[config.mk]
export PLATFORM = sky130hd
export DESIGN_NAME = wdts_top
export DESIGN_NICKNAME = d
export VERILOG_FILES = /design/src/wdts_pkg.sv /design/src/wdts_sync.sv /design/src/wdts_top.sv
export SDC_FILE = /design/constraint.sdc
export NUM_CORES = 1
export LEC_CHECK = 0
export BUFFER_PORTS_ARGS = -buffer_cell sky130_fd_sc_hd__clkbuf_2
export CAP_MARGIN = 20
export CORE_UTILIZATION = 30
export CTS_CLUSTER_DIAMETER = 40
export DETAILED_ROUTE_END_ITERATION = 8
export GPL_ROUTABILITY_DRIVEN = 0
export GPL_TIMING_DRIVEN = 1
export PLACE_DENSITY = 0.55
export SYNTH_ARGS = -nofsm -noshare
export SYNTH_HDL_FRONTEND = slang
export SYNTH_SLANG_ARGS = --single-unit
[constraint.sdc]
create_clock -name sys_clk -period 3.82 [get_ports sys_clk]
set_input_delay 0.764 -clock sys_clk [delete_from_list [all_inputs] [get_ports sys_clk]]
set_output_delay 0.764 -clock sys_clk [all_outputs]
set_load 0.005 [all_outputs]
[src/wdts_pkg.sv]
package wdts_pkg;

  // ==========================================================================
  // Register map (byte addresses on the Wishbone bus, one 32-bit word apart)
  // ==========================================================================
  localparam logic [3:0] WDTS_ADDR_CONTROL = 4'h0;  // watchdog_control
  localparam logic [3:0] WDTS_ADDR_STATUS  = 4'h4;  // Sleep/time-out status
  localparam logic [3:0] WDTS_ADDR_CAUSE   = 4'h8;  // reset_cause_register

  // Control register fields
  localparam int         WDTS_EN_BIT       = 0;
  localparam int         WDTS_PS_LSB       = 1;
  localparam int         WDTS_PS_MSB       = 5;
  localparam logic [4:0] WDTS_PS_RESET     = 5'h0b;
  localparam logic [4:0] WDTS_PS_MAX       = 5'h12;
  localparam logic [4:0] WDTS_PS_OFFSET    = 5'h05;
  localparam logic       WDTS_EN_RESET     = 1'b0;

  // Status and reset-cause register fields
  localparam int         WDTS_TO_BIT       = 1;
  localparam int         WDTS_PD_BIT       = 0;
  localparam int         WDTS_WATCHDOG_RESET_CAUSE_FLAG_BIT     = 4;

  // Mode configuration codes
  localparam logic [1:0] WDTS_MODE_OFF     = 2'h0;
  localparam logic [1:0] WDTS_MODE_SOFT    = 2'h1;
  localparam logic [1:0] WDTS_MODE_NOSLEEP = 2'h2;
  localparam logic [1:0] WDTS_MODE_ON      = 2'h3;

  // Counter width: highest ratio is 2^23
  localparam int         WDTS_CNT_W        = 24;

  // Power states, one-hot
  typedef enum logic [2:0] {
    WDTS_ST_INIT  = 3'b001,
    WDTS_ST_AWAKE = 3'b010,
    WDTS_ST_SLEEP = 3'b100
  } wdts_state_t;

endpackage

[src/wdts_sync.sv]
`timescale 1ns/100ps
// Two-flop synchroniser for the oscillator input; the event pins are not synchronised
module wdts_sync (
  input  wire logic sys_clk,
  input  wire logic rst,
  input  wire logic async_in,
  output logic      sync_out
);
  logic meta_q;

  // ==========================================================================
  // Synchroniser chain; first stage is read only by the second
  // ==========================================================================
  always_ff @(posedge sys_clk) begin
    if (rst) begin
      meta_q   <= 1'b0;
      sync_out <= 1'b0;
    end else begin
      meta_q   <= async_in;
      sync_out <= meta_q;
    end
  end
endmodule // wdts_sync

[src/wdts_top.sv]
// Added by the designer: the Wishbone interface to the registers and the placing of the registers.
`timescale 1ns/100ps
// Function
// Raise system reset when count reaches selected period without a clear.
// Time base is the independent low-frequency oscillator, not the core clock.
// Mode 11 keeps watchdog active always, sleep included, ignoring soft enable.
// Mode 10 runs while awake, stops in sleep, ignores soft enable.
// Mode 01 lets the soft enable bit switch the watchdog; sleep irrelevant.
// Mode 00 keeps watchdog disabled; soft enable has no effect.
// Period code sets ratio to two to the power of code plus five.
// Reserved period codes above 10010 behave as minimum ratio 1:32.
// Period select resets to code 01011, a two-second time-out.
// Counter clears on reset, clear, sleep entry, wake, oscillator fail, disable.
// Oscillator divider changes leave the watchdog count untouched.
// Enabled in sleep, counting restarts from zero and clears again on wake.
// Time-out in sleep wakes the core and updates time-out and power-down flags.
// A watchdog reset sets the watchdog reset-cause flag.
// Control bits 7:6 read zero, 5:1 period select, 0 soft enable resetting zero.
// Mode configuration is sampled at reset and held constant afterwards.
module wdts_top
  import wdts_pkg::*;
(
  input  wire logic        sys_clk,
  input  wire logic        rst,
  // Wishbone classic slave
  input  wire logic        wb_cyc_i,
  input  wire logic        wb_stb_i,
  input  wire logic        wb_we_i,
  input  wire logic [3:0]  wb_adr_i,
  input  wire logic [3:0]  wb_sel_i,
  input  wire logic [31:0] wb_dat_i,
  output logic [31:0]      wb_dat_o,
  output logic             wb_ack_o,
  // Core and system events
  input  wire logic        low_freq_internal_osc,
  input  wire logic [1:0]  watchdog_mode_config,
  input  wire logic        watchdog_clear_instruction,
  input  wire logic        sleep_instruction,
  input  wire logic        wake_event,
  input  wire logic        osc_fail,
  input  wire logic [3:0]  internal_osc_divider_select,
  output logic             watchdog_reset,
  output logic             watchdog_wake,
  output logic             in_sleep
);
  import wdts_pkg::*;

  // ==========================================================================
  // Declarations
  // ==========================================================================
  logic                  osc_s;
  logic                  osc_prev_q;
  logic                  tick;
  logic [1:0]            mode_q;
  logic                  en_q;
  logic [4:0]            ps_q;
  logic [4:0]            ps_eff;
  logic [WDTS_CNT_W-1:0] cnt_q;
  logic [WDTS_CNT_W-1:0] limit;
  logic                  active;
  logic                  expire;
  logic                  clr_evt;
  logic                  sleep_go;
  logic                  wake_go;
  logic                  to_flag_q;
  logic                  pd_flag_q;
  logic                  watchdog_reset_cause_flag_q;
  logic                  active_prev_q;
  logic                  wb_hit;
  logic                  wr_ctl;
  wdts_state_t           st_q;
  wdts_state_t           st_d;

  // ==========================================================================
  // Oscillator tick
  // ==========================================================================
  // Oscillator is asynchronous to sys_clk, so it is synchronised first
  wdts_sync i_wdts_sync (
    .sys_clk  (sys_clk),
    .rst      (rst),
    .async_in (low_freq_internal_osc),
    .sync_out (osc_s)
  );

  // Rising edge of the synchronised oscillator is one time-base tick
  always_ff @(posedge sys_clk) begin
    if (rst) begin
      osc_prev_q <= 1'b0;
    end else begin
      osc_prev_q <= osc_s;
    end
  end
  assign tick = osc_s & ~osc_prev_q;

  // ==========================================================================
  // Mode strap
  // ==========================================================================
  // Sampled during reset by a clocked process and frozen after release
  always_ff @(posedge sys_clk) begin
    if (rst) begin
      mode_q <= watchdog_mode_config;
    end
  end

  // ==========================================================================
  // Power state machine
  // ==========================================================================
  assign sleep_go = (st_q == WDTS_ST_AWAKE) && sleep_instruction;
  assign wake_go  = (st_q == WDTS_ST_SLEEP) && (wake_event || expire);

  // Next power state
  always_comb begin
    st_d = st_q;
    case (st_q)
      WDTS_ST_INIT: begin
        st_d = WDTS_ST_AWAKE;
      end
      WDTS_ST_AWAKE: begin
        if (sleep_go) begin
          st_d = WDTS_ST_SLEEP;
        end
      end
      WDTS_ST_SLEEP: begin
        if (wake_go) begin
          st_d = WDTS_ST_AWAKE;
        end
      end
      default: begin
        st_d = WDTS_ST_INIT;
      end
    endcase
  end

  // Power state register
  always_ff @(posedge sys_clk) begin
    if (rst) begin
      st_q <= WDTS_ST_INIT;
    end else begin
      st_q <= st_d;
    end
  end
  assign in_sleep = (st_q == WDTS_ST_SLEEP);

  // ==========================================================================
  // Enable decode
  // ==========================================================================
  always_comb begin
    case (mode_q)
      WDTS_MODE_ON:      active = 1'b1;
      WDTS_MODE_NOSLEEP: active = ~in_sleep;
      WDTS_MODE_SOFT:    active = en_q;
      default:           active = 1'b0;
    endcase
  end

  // ==========================================================================
  // Period select
  // ==========================================================================
  // Reserved codes fold to the shortest ratio
  assign ps_eff = (ps_q > WDTS_PS_MAX) ? 5'h00 : ps_q;
  // Time-out count is 2^(code+5) oscillator ticks
  assign limit  = WDTS_CNT_W'(1) << (ps_eff + WDTS_PS_OFFSET);

  // ==========================================================================
  // Counter
  // ==========================================================================
  // Divider select is not an input to this logic, so it cannot disturb it
  assign clr_evt = watchdog_clear_instruction | sleep_go | wake_go |
                   osc_fail | ~active;
  // A count already past a newly shortened period expires on its next tick
  assign expire  = active && tick && (cnt_q >= limit - WDTS_CNT_W'(1));

  // Count ticks, restarting on every clearing event
  always_ff @(posedge sys_clk) begin
    if (rst) begin
      cnt_q <= '0;
    end else if (clr_evt || expire) begin
      cnt_q <= '0;
    end else if (tick) begin
      cnt_q <= cnt_q + WDTS_CNT_W'(1);
    end
  end

  // ==========================================================================
  // Reset and wake outputs
  // ==========================================================================
  // Awake expiry resets the system; sleep expiry only wakes the core
  always_ff @(posedge sys_clk) begin
    if (rst) begin
      watchdog_reset <= 1'b0;
      watchdog_wake  <= 1'b0;
    end else begin
      watchdog_reset <= expire && !in_sleep && !clr_evt;
      watchdog_wake  <= expire && in_sleep;
    end
  end

  // ==========================================================================
  // Status flags
  // ==========================================================================
  // Time-out and power-down flags; a sleep expiry clears time-out
  always_ff @(posedge sys_clk) begin
    if (rst) begin
      to_flag_q <= 1'b1;
      pd_flag_q <= 1'b1;
    end else if (expire && in_sleep) begin
      to_flag_q <= 1'b0;
      pd_flag_q <= 1'b0;
    end else if (sleep_go) begin
      to_flag_q <= 1'b1;
      pd_flag_q <= 1'b0;
    end else if (watchdog_clear_instruction) begin
      to_flag_q <= 1'b1;
      pd_flag_q <= 1'b1;
    end
  end

  // Reset cause is set by watchdog_reset and cleared by rst; software writes
  // a one to clear, but a new watchdog reset wins over that write
  always_ff @(posedge sys_clk) begin
    if (rst) begin
      watchdog_reset_cause_flag_q <= 1'b0;
    end else if (watchdog_reset) begin
      watchdog_reset_cause_flag_q <= 1'b1;
    end else if (wb_cyc_i && wb_stb_i && wb_ack_o && wb_we_i && wb_sel_i[0] &&
                 wb_adr_i == WDTS_ADDR_CAUSE && wb_dat_i[WDTS_WATCHDOG_RESET_CAUSE_FLAG_BIT]) begin
      watchdog_reset_cause_flag_q <= 1'b0;
    end
  end

  // ==========================================================================
  // Wishbone slave
  // ==========================================================================
  assign wb_hit = wb_cyc_i && wb_stb_i && !wb_ack_o;
  // Writes land at the edge where the master samples ack, not when the cycle is taken
  assign wr_ctl = wb_cyc_i && wb_stb_i && wb_ack_o && wb_we_i && wb_sel_i[0] && (wb_adr_i == WDTS_ADDR_CONTROL);

  // Control register write
  always_ff @(posedge sys_clk) begin
    if (rst) begin
      ps_q <= WDTS_PS_RESET;
      en_q <= WDTS_EN_RESET;
    end else if (wr_ctl) begin
      ps_q <= wb_dat_i[WDTS_PS_MSB:WDTS_PS_LSB];
      en_q <= wb_dat_i[WDTS_EN_BIT];
    end
  end

  // One-cycle ack with registered read data; unmapped reads return zero
  always_ff @(posedge sys_clk) begin
    if (rst) begin
      wb_ack_o <= 1'b0;
      wb_dat_o <= '0;
    end else begin
      wb_ack_o <= wb_hit;
      wb_dat_o <= '0;
      if (wb_hit && !wb_we_i) begin
        case (wb_adr_i)
          WDTS_ADDR_CONTROL: begin
            wb_dat_o[WDTS_PS_MSB:WDTS_PS_LSB] <= ps_q;
            wb_dat_o[WDTS_EN_BIT]             <= en_q;
          end
          WDTS_ADDR_STATUS: begin
            wb_dat_o[WDTS_TO_BIT] <= to_flag_q;
            wb_dat_o[WDTS_PD_BIT] <= pd_flag_q;
          end
          WDTS_ADDR_CAUSE: begin
            wb_dat_o[WDTS_WATCHDOG_RESET_CAUSE_FLAG_BIT] <= watchdog_reset_cause_flag_q;
          end
          default: begin
            wb_dat_o <= '0;
          end
        endcase
      end
    end
  end

  // ==========================================================================
  // Assertions
  // ==========================================================================
  always_ff @(posedge sys_clk) begin
    if (rst) begin
      active_prev_q <= 1'b0;
    end else begin
      active_prev_q <= active;
    end
  end
endmodule // wdts_top

==> reports/qor.json, run 1 <==
{
  "synth.ff_latch_count": {"value": 50},
  "min-delay-path-class": {"value": "reg -> reg"},
  "worstSetupEndpointType": {"value": "flop"},
  "number_of_buffers_created_by_cts": {"value": 5},
  "post_cts_resized": {"value": 0},
  "synth-warning-count": {"value": 0},
  "cts_tree": {"value": "yes"},
  "clock_tree.root_cell": {"value": "sky130_fd_sc_hd__clkbuf_8"},
  "postSynthAreaPerCell": {"value": 8.58, "unit": "um2"},
  "place_worst_setup_slack": {"value": 0.597, "unit": "ns"},
  "number_of_hold_slack_violations_in_the_final_timing_report": {"value": 0},
  "result_of_the_run": {"value": "finished clean"},
  "timing.reg2reg.worst_path_depth": {"value": 14},
  "p_comb_share": {"value": 8.5, "unit": "%"},
  "post-layout-total-power": {"value": 0.923, "unit": "mW"},
  "ant_nets": {"value": 0},
  "worst_r2r_endpoint": {"value": "cnt_q[17]$_SDFFE_PP0P_"},
  "clock_power_share": {"value": 33.2, "unit": "%"},
  "proportion_of_netlist_area_held_by_the_largest_area_contributor": {"value": 29.2, "unit": "%"},
  "fin_util": {"value": 34.2, "unit": "%"},
  "numPlacedInstances": {"value": 544},
  "final-setup-viol-count": {"value": 0},
  "final-instance-count-excl-fill": {"value": 552},
  "synth_cell_type_count": {"value": 66},
  "fillCellCount": {"value": 1117},
  "antenna_violations_before_repair": {"value": 0},
  "ys_seq_area_share": {"value": 31.0, "unit": "%"},
  "crit_family": {"value": "simple AND/OR/NAND/NOR gates"},
  "final_max_slew_viols": {"value": 0},
  "cp_cell_sequence": {"value": "nand2_1, nand2_1, nor3_1, buf_4, a21o_1, a32oi_1, ha_1, nand4_1, nor3_2, a2bb2oi_1, and2_4, a211oi_4, buf_12, nor3_1"},
  "placed_area": {"value": 3500, "unit": "um2"},
  "cp_num_cells": {"value": 14},
  "layout.cell_area.non_filler": {"value": 3580, "unit": "um2"},
  "drt_iter0_drc": {"value": 100},
  "routed_via_count": {"value": 2725},
  "power_per_cell_area": {"value": 258, "unit": "nW/um2"},
  "area_of_the_multi_input_gates": {"value": 2050, "unit": "um2"},
  "design.core.area": {"value": 10500, "unit": "um2"},
  "grt_first_pass_wirelength": {"value": 11700, "unit": "um"},
  "design.portCount": {"value": 92},
  "holdBufCountCts": {"value": 0},
  "place.port_buffers": {"value": 32},
  "timing.critical_path.required": {"value": 4.01, "unit": "ns"},
  "drc_errors": {"value": 0},
  "asyncSetResetFlopFracSynth": {"value": 0, "unit": "%"},
  "cp.arrival": {"value": 3.48, "unit": "ns"},
  "cell_internal_pwr": {"value": 0.690, "unit": "mW"},
  "swShare": {"value": 25.3, "unit": "%"},
  "clock_transition_at_the_registers_of_the_reported_paths": {"value": 0.09, "unit": "ns"},
  "critical_path_peak_fanout": {"value": 21},
  "fin_setup_tns": {"value": 0, "unit": "ns"},
  "synthMostInstantiatedCell": {"value": "sky130_fd_sc_hd__dfxtp_1"},
  "floorplan.initialDensity": {"value": 31.5, "unit": "%"},
  "rr_startpoint": {"value": "ps_q[0]$_SDFFE_PP1P_"},
  "area.sequential": {"value": 1020, "unit": "um2"},
  "critPathLaunch": {"value": "ps_q[0]$_SDFFE_PP1P_"},
  "top_reg_cell_synth": {"value": "sky130_fd_sc_hd__dfxtp_1"},
  "cts-root-to-sink-buffers": {"value": 2},
  "timing.critical_path.buf_inv": {"value": 2},
  "critical_path.slowest_cell": {"value": "sky130_fd_sc_hd__dfxtp_1"},
  "post_route_cells_drive_above_1_share": {"value": 14.4, "unit": "%"},
  "yosys.area.top_type": {"value": "sky130_fd_sc_hd__dfxtp_1"},
  "clkLatencyLatePin": {"value": 0.30, "unit": "ns"},
  "cts_h_tree_depth": {"value": 2},
  "number_of_global_route_vias_before_repair": {"value": 2450},
  "timing.max_slew.rel_slack": {"value": 59.2, "unit": "%"},
  "timing.final.ws_setup": {"value": 0.526, "unit": "ns"},
  "worstSetupEndpoint": {"value": "cnt_q[17]$_SDFFE_PP0P_"},
  "estimated_wirelength_of_the_detail_placed_design": {"value": 5380, "unit": "um"},
  "die_area": {"value": 11400, "unit": "um2"},
  "maxCapViolCount": {"value": 0},
  "viasPerCell": {"value": 4.94},
  "post_synth_instance_area": {"value": 3290, "unit": "um2"},
  "final_clock_skew": {"value": 0.00541, "unit": "ns"},
  "max_freq": {"value": 304, "unit": "MHz"},
  "launching_element_type_of_the_critical_path": {"value": "flop"},
  "syn_to_final_growth": {"value": 8.70, "unit": "%"},
  "wl_per_cell": {"value": 12.7, "unit": "um"},
  "floorplan.rows": {"value": 37},
  "reg2reg_setup_slack": {"value": 0.53, "unit": "ns"},
  "nets": {"value": 497},
  "grt_overall_usage": {"value": 12.6, "unit": "%"},
  "syn-instance-count": {"value": 384},
  "power_dissipated_by_switching_net_loads": {"value": 0.233, "unit": "mW"},
  "n_antenna_cell": {"value": 0},
  "grt_setup_unrepaired": {"value": "false"},
  "hold_start": {"value": "i_wdts_sync.meta_q$_SDFF_PP0_"},
  "clock_sinks": {"value": 50},
  "vdd_ir_drop_max": {"value": 0.000126, "unit": "V"},
  "path_class": {"value": "reg -> reg"},
  "drt_pass1_iterations": {"value": 4},
  "die_height": {"value": 107, "unit": "um"},
  "fin_hold_ws": {"value": 0.455, "unit": "ns"},
  "pwr-share-seq": {"value": 58.3, "unit": "%"},
  "netlist_top_cells_count": {"value": "sky130_fd_sc_hd__dfxtp_1, sky130_fd_sc_hd__nor2_1, sky130_fd_sc_hd__nor3_1"},
  "tightest_slew": {"value": 0.607, "unit": "ns"},
  "postCtsSetupRepairBufs": {"value": 0},
  "critPathMaxStageDelay": {"value": 0.64, "unit": "ns"},
  "leakagePower": {"value": 1.41, "unit": "nW"},
  "synth_edf_count": {"value": 2},
  "ys_top_cells_by_area": {"value": "sky130_fd_sc_hd__dfxtp_1, sky130_fd_sc_hd__ha_1, sky130_fd_sc_hd__buf_4, sky130_fd_sc_hd__nor3_1, sky130_fd_sc_hd__nor2_1"},
  "die_width": {"value": 107, "unit": "um"},
  "grt_overflow": {"value": 0},
  "layout_min_cycle_time": {"value": 3.29, "unit": "ns"},
  "pin_count_of_the_biggest_net_entering_global_routing": {"value": 25},
  "final.period_utilization": {"value": 86.2, "unit": "%"},
  "totalWireLength": {"value": 7000, "unit": "um"}
}
-- worst reg2reg max path, stage by stage (launching register included) --
cell	delay, ns
sky130_fd_sc_hd__dfxtp_1	0.64
sky130_fd_sc_hd__nand2_1	0.20
sky130_fd_sc_hd__nand2_1	0.14
sky130_fd_sc_hd__nor3_1	0.05
sky130_fd_sc_hd__buf_4	0.19
sky130_fd_sc_hd__a21o_1	0.15
sky130_fd_sc_hd__a32oi_1	0.18
sky130_fd_sc_hd__ha_1	0.16
sky130_fd_sc_hd__nand4_1	0.15
sky130_fd_sc_hd__nor3_2	0.29
sky130_fd_sc_hd__a2bb2oi_1	0.16
sky130_fd_sc_hd__and2_4	0.21
sky130_fd_sc_hd__a211oi_4	0.38
sky130_fd_sc_hd__buf_12	0.21
sky130_fd_sc_hd__nor3_1	0.07
-- cell families after synthesis --
| family | Yosys count | share of synthesized area, % |
|---|---|---|
| other | 2 | 0.228 |
| buffers and inverters | 53 | 9.99 |
| DFF | 50 | 31.0 |
| AOI/OAI and AO/OA | 67 | 15.5 |
| xor gates and xnor gates | 24 | 6.38 |
| adders and majority gates | 26 | 9.87 |
| muxes | 6 | 1.82 |
| and+or+nand+nor | 156 | 25.2 |
-- final cells by class --
class | instances | area share [%]
Clock buffer | 5 | 1.92
Clock inverter | 3 | 0.454
Inverter | 11 | 1.15
Multi-Input combinational cell | 310 | 57.3
Sequential cell | 50 | 28.5
Tap cell | 136 | 4.75
Timing Repair Buffer | 37 | 5.87
-- power groups by stage --
stage / registers, mW / clock network, mW / logic [mW]
finish: 0.538 / 0.307 / 0.0780
CTS: 0.538 / 0.320 / 0.0765
global placement: 0.550 / 0 / 0.0744
detailed placement: 0.551 / 0 / 0.0759
global route: 0.540 / 0.344 / 0.0892
floorplan: 0.549 / 0 / 0.0744
-- placed cells by master (no fill, tap or decap), drive strengths merged, types with 2 or more instances in the layout --
master,netlist,layout
o32a,2,2
nor3,33,33
nor4,4,4
mux2i,6,6
edfxtp,2,2
xor2,13,13
buf,32,5
and3,5,5
nor2,34,34
a211oi,3,3
clkbuf,10,37
a2bb2oi,3,3
ha,26,26
inv,11,11
nand4,7,7
conb,2,31
dfxtp,48,48
clkinv,0,3
a31oi,6,6
a41oi,2,2
a21oi,23,23
o31a,2,2
and2,2,2
or2,3,3
a211o,4,4
o32ai,2,2
nand3,14,14
xnor2,11,11
nand2,28,28
o21ai,4,4
a21o,3,3
a32oi,2,2
or3,6,6
nand2b,3,3
nor2b,8,8
or2b,2,2
o21a,2,2
-- flip-flops by register name, summed over array words and instances (netlist names) --
name	count
watchdog_wake	1
i_wdts_sync.meta_q	1
i_wdts_sync.sync_out	1
to_flag_q	1
st_q	3
watchdog_reset	1
pd_flag_q	1
mode_q	2
en_q	1
watchdog_reset_cause_flag_q	1
ps_q	5
wb_ack_o	1
osc_prev_q	1
cnt_q	24
wb_dat_o	6
-- how the worst min path moves through the flow --
stage                     slack [ns]                               to  cells past startpoint
after floorplan                 0.41  i_wdts_sync.sync_out$_SDFF_PP0_                      1
after global placement          0.43  i_wdts_sync.sync_out$_SDFF_PP0_                      1
after detailed placement        0.43  i_wdts_sync.sync_out$_SDFF_PP0_                      1
after CTS                       0.46  i_wdts_sync.sync_out$_SDFF_PP0_                      1
after global routing            0.48  i_wdts_sync.sync_out$_SDFF_PP0_                      1
final                           0.46  i_wdts_sync.sync_out$_SDFF_PP0_                      1
-- layer usage --
layer / GRT usage, % / wire length (um) / vias to the layer above
met1: 17.5 / 3460 / 1278
met4: 2.64 / 47 / 0
met5: 0 / 0 / -
li1: - / - / 1388
met2: 20.4 / 3290 / 52
met3: 2.01 / 204 / 7
(Power assumes the default switching activity.)
==> run 2, diff against run 1 <==
Settings changed: MAX_ROUTING_LAYER set to met4.
==> run 2 against run 1 <==
  * Final cell count unchanged
  * Fmax increased by 0.31%
  * Non-clock buffer count unchanged
  * Clock skew increased by 0.00086 ns
  * Clock power about the same
  * Sequential power about the same
  * Routed wire length decreased by 0.16%
  * Die area unchanged
  * Critical path type unchanged
  * Critical endpoint unchanged
  * Largest cell class unchanged
  * Largest power group unchanged
  * Highest routed layer unchanged
==> reports/qor.json, run 2 (synthesis gave the netlist of run 1 again) <==
{
  "result_of_the_run": {"value": "finished clean"},
  "reg2reg_setup_slack": {"value": 0.54, "unit": "ns", "change": "about the same"},
  "max_freq": {"value": 305, "unit": "MHz", "change": "+0.31%"},
  "pin_count_of_the_biggest_net_entering_global_routing": {"value": 25, "change": "unchanged"},
  "clkLatencyLatePin": {"value": 0.30, "unit": "ns", "change": "about the same"},
  "grt_overall_usage": {"value": 12.9, "unit": "%", "change": "+0.35 points"},
  "floorplan.initialDensity": {"value": 31.5, "unit": "%", "change": "unchanged"},
  "timing.reg2reg.worst_path_depth": {"value": 13, "change": "-1"},
  "post-layout-total-power": {"value": 0.924, "unit": "mW", "change": "about the same"},
  "clock_tree.root_cell": {"value": "sky130_fd_sc_hd__clkbuf_8"},
  "drt_iter0_drc": {"value": 107, "change": "+7.0%"},
  "numPlacedInstances": {"value": 544, "change": "unchanged"},
  "fin_util": {"value": 34.2, "unit": "%", "change": "unchanged"},
  "worst_r2r_endpoint": {"value": "cnt_q[17]$_SDFFE_PP0P_"},
  "worstSetupEndpoint": {"value": "cnt_q[17]$_SDFFE_PP0P_"},
  "critPathLaunch": {"value": "ps_q[4]$_SDFFE_PP0P_"},
  "grt_overflow": {"value": 0, "change": "unchanged"},
  "clock_sinks": {"value": 50, "change": "unchanged"},
  "die_width": {"value": 107, "unit": "um", "change": "unchanged"},
  "final-instance-count-excl-fill": {"value": 552, "change": "unchanged"},
  "die_area": {"value": 11400, "unit": "um2", "change": "unchanged"},
  "maxCapViolCount": {"value": 0, "change": "unchanged"},
  "critical_path_peak_fanout": {"value": 21, "change": "unchanged"},
  "place.port_buffers": {"value": 32, "change": "unchanged"},
  "most_common_cell_after_layout_fill_and_taps_aside": {"value": "sky130_fd_sc_hd__dfxtp_1"},
  "ant_nets": {"value": 0, "change": "unchanged"},
  "number_of_global_route_vias_before_repair": {"value": 2447, "change": "-0.12%"},
  "antenna_violations_before_repair": {"value": 0, "change": "unchanged"},
  "routed_via_count": {"value": 2701, "change": "-0.88%"},
  "final.period_utilization": {"value": 86.0, "unit": "%", "change": "-0.27 points"},
  "cts-root-to-sink-buffers": {"value": 2, "change": "unchanged"},
  "power_per_cell_area": {"value": 258, "unit": "nW/um2", "change": "about the same"},
  "min-delay-path-class": {"value": "reg -> reg"},
  "leakagePower": {"value": 1.41, "unit": "nW", "change": "unchanged"},
  "n_antenna_cell": {"value": 0, "change": "unchanged"},
  "top_register": {"value": "cnt_q"},
  "clock_transition_at_the_registers_of_the_reported_paths": {"value": 0.09, "unit": "ns", "change": "about the same"},
  "launching_element_type_of_the_critical_path": {"value": "flop"},
  "post_cts_resized": {"value": 0, "change": "unchanged"},
  "fin_hold_ws": {"value": 0.455, "unit": "ns", "change": "-0.0000780 ns"},
  "holdBufCountCts": {"value": 0, "change": "unchanged"},
  "viasPerCell": {"value": 4.89, "change": "-0.88%"},
  "cp.arrival": {"value": 3.47, "unit": "ns", "change": "about the same"},
  "floorplan.rows": {"value": 37, "change": "unchanged"},
  "design.core.area": {"value": 10500, "unit": "um2", "change": "unchanged"},
  "estimated_wirelength_of_the_detail_placed_design": {"value": 5380, "unit": "um", "change": "unchanged"},
  "syn_to_final_growth": {"value": 8.70, "unit": "%", "change": "unchanged"},
  "timing.max_slew.rel_slack": {"value": 59.3, "unit": "%", "change": "+0.096 points"},
  "design.portCount": {"value": 92, "change": "unchanged"},
  "layout_top_registers": {"value": "cnt_q x24, wb_dat_o x6, ps_q x5"},
  "post_route_cells_drive_above_1_share": {"value": 14.4, "unit": "%", "change": "unchanged"},
  "cts_tree": {"value": "yes"},
  "drc_errors": {"value": 0, "change": "unchanged"},
  "cts_h_tree_depth": {"value": 2, "change": "unchanged"},
  "die_height": {"value": 107, "unit": "um", "change": "unchanged"},
  "fin_setup_tns": {"value": 0, "unit": "ns", "change": "unchanged"},
  "tightest_slew": {"value": 0.606, "unit": "ns", "change": "-0.00144 ns"},
  "wl_per_cell": {"value": 12.7, "unit": "um", "change": "-0.16%"},
  "drt_pass1_iterations": {"value": 5, "change": "+1"},
  "largest_register_ff_count": {"value": 24, "change": "unchanged"},
  "fillCellCount": {"value": 1117, "change": "unchanged"},
  "grt_first_pass_wirelength": {"value": 11700, "unit": "um", "change": "+0.12%"},
  "hold_start": {"value": "i_wdts_sync.meta_q$_SDFF_PP0_"},
  "layout_common_cells": {"value": "sky130_fd_sc_hd__dfxtp_1, sky130_fd_sc_hd__nor2_1, sky130_fd_sc_hd__clkbuf_2, sky130_fd_sc_hd__conb_1, sky130_fd_sc_hd__nor3_1"},
  "timing.critical_path.required": {"value": 4.01, "unit": "ns", "change": "about the same"},
  "number_of_buffers_created_by_cts": {"value": 5, "change": "unchanged"},
  "final_clock_skew": {"value": 0.00628, "unit": "ns", "change": "+0.000863 ns"},
  "rr_startpoint": {"value": "ps_q[4]$_SDFFE_PP0P_"},
  "grt_setup_unrepaired": {"value": "false"},
  "vdd_ir_drop_max": {"value": 0.000126, "unit": "V", "change": "about the same"},
  "final-setup-viol-count": {"value": 0, "change": "unchanged"},
  "layout_min_cycle_time": {"value": 3.28, "unit": "ns", "change": "-0.0101 ns"},
  "number_of_hold_slack_violations_in_the_final_timing_report": {"value": 0, "change": "unchanged"},
  "totalWireLength": {"value": 6990, "unit": "um", "change": "-0.16%"},
  "final_max_slew_viols": {"value": 0, "change": "unchanged"},
  "postCtsSetupRepairBufs": {"value": 0, "change": "unchanged"},
  "worstSetupEndpointType": {"value": "flop"},
  "path_class": {"value": "reg -> reg"},
  "nets": {"value": 497, "change": "unchanged"}
}
## run 2: cell counts in the layout (fill, tap and decap cells not counted)
No cell type changed its count.
## run 2: through the flow
step | instance area [um2] | setup slack, ns
2_1_floorplan | 3400 | 0.923
3_3_place_gp | 3500 | 0.616
3_5_place_dp | 3500 | 0.597
4_1_cts | 3580 | 0.557
5_1_grt | 3580 | 0.292
6_report | 3580 | 0.536
## run 2: worst min-delay path by stage
stage,to,slack [ns],cells after the start
after floorplan,i_wdts_sync.sync_out$_SDFF_PP0_,0.41,1
after global placement,i_wdts_sync.sync_out$_SDFF_PP0_,0.43,1
after detailed placement,i_wdts_sync.sync_out$_SDFF_PP0_,0.43,1
after CTS,i_wdts_sync.sync_out$_SDFF_PP0_,0.46,1
after global routing,i_wdts_sync.sync_out$_SDFF_PP0_,0.48,1
final,i_wdts_sync.sync_out$_SDFF_PP0_,0.46,1
## run 2: where the power goes
| group | switching, mW | total (mW) | internal, mW |
|---|---|---|---|
| sequential | 0.00615 | 0.538 | 0.532 |
| clock | 0.181 | 0.307 | 0.126 |
| combinational | 0.0467 | 0.0780 | 0.0313 |
## run 2: cell type report
| class | instances | area [um2] | share of cell area [%] |
|---|---|---|---|
| Clock buffer | 5 | 68.8 | 1.92 |
| Clock inverter | 3 | 16.3 | 0.454 |
| Sequential cell | 50 | 1020 | 28.5 |
| Inverter | 11 | 41.3 | 1.15 |
| Multi-Input combinational cell | 310 | 2050 | 57.3 |
| Tap cell | 136 | 170 | 4.75 |
| Timing Repair Buffer | 37 | 210 | 5.87 |
## run 2: worst max-delay path: stages (launching register included)
cell                        delay, ns
sky130_fd_sc_hd__dfxtp_1         0.65
sky130_fd_sc_hd__inv_1           0.20
sky130_fd_sc_hd__nor3_1          0.21
sky130_fd_sc_hd__buf_4           0.19
sky130_fd_sc_hd__a21o_1          0.09
sky130_fd_sc_hd__a32oi_1         0.06
sky130_fd_sc_hd__ha_1            0.29
sky130_fd_sc_hd__nand4_1         0.15
sky130_fd_sc_hd__nor3_2          0.29
sky130_fd_sc_hd__a2bb2oi_1       0.16
sky130_fd_sc_hd__and2_4          0.20
sky130_fd_sc_hd__a211oi_4        0.38
sky130_fd_sc_hd__buf_12          0.21
sky130_fd_sc_hd__nor3_1          0.06
## run 2: routing by layer
metal	GRT usage (%)	share of wire, %	up-vias
li1	-	-	1386
met1	17.5	50	1251
met2	20.4	47	57
met3	2.01	2.9	7
met4	2.64	0.73	0
met5	-	0	-
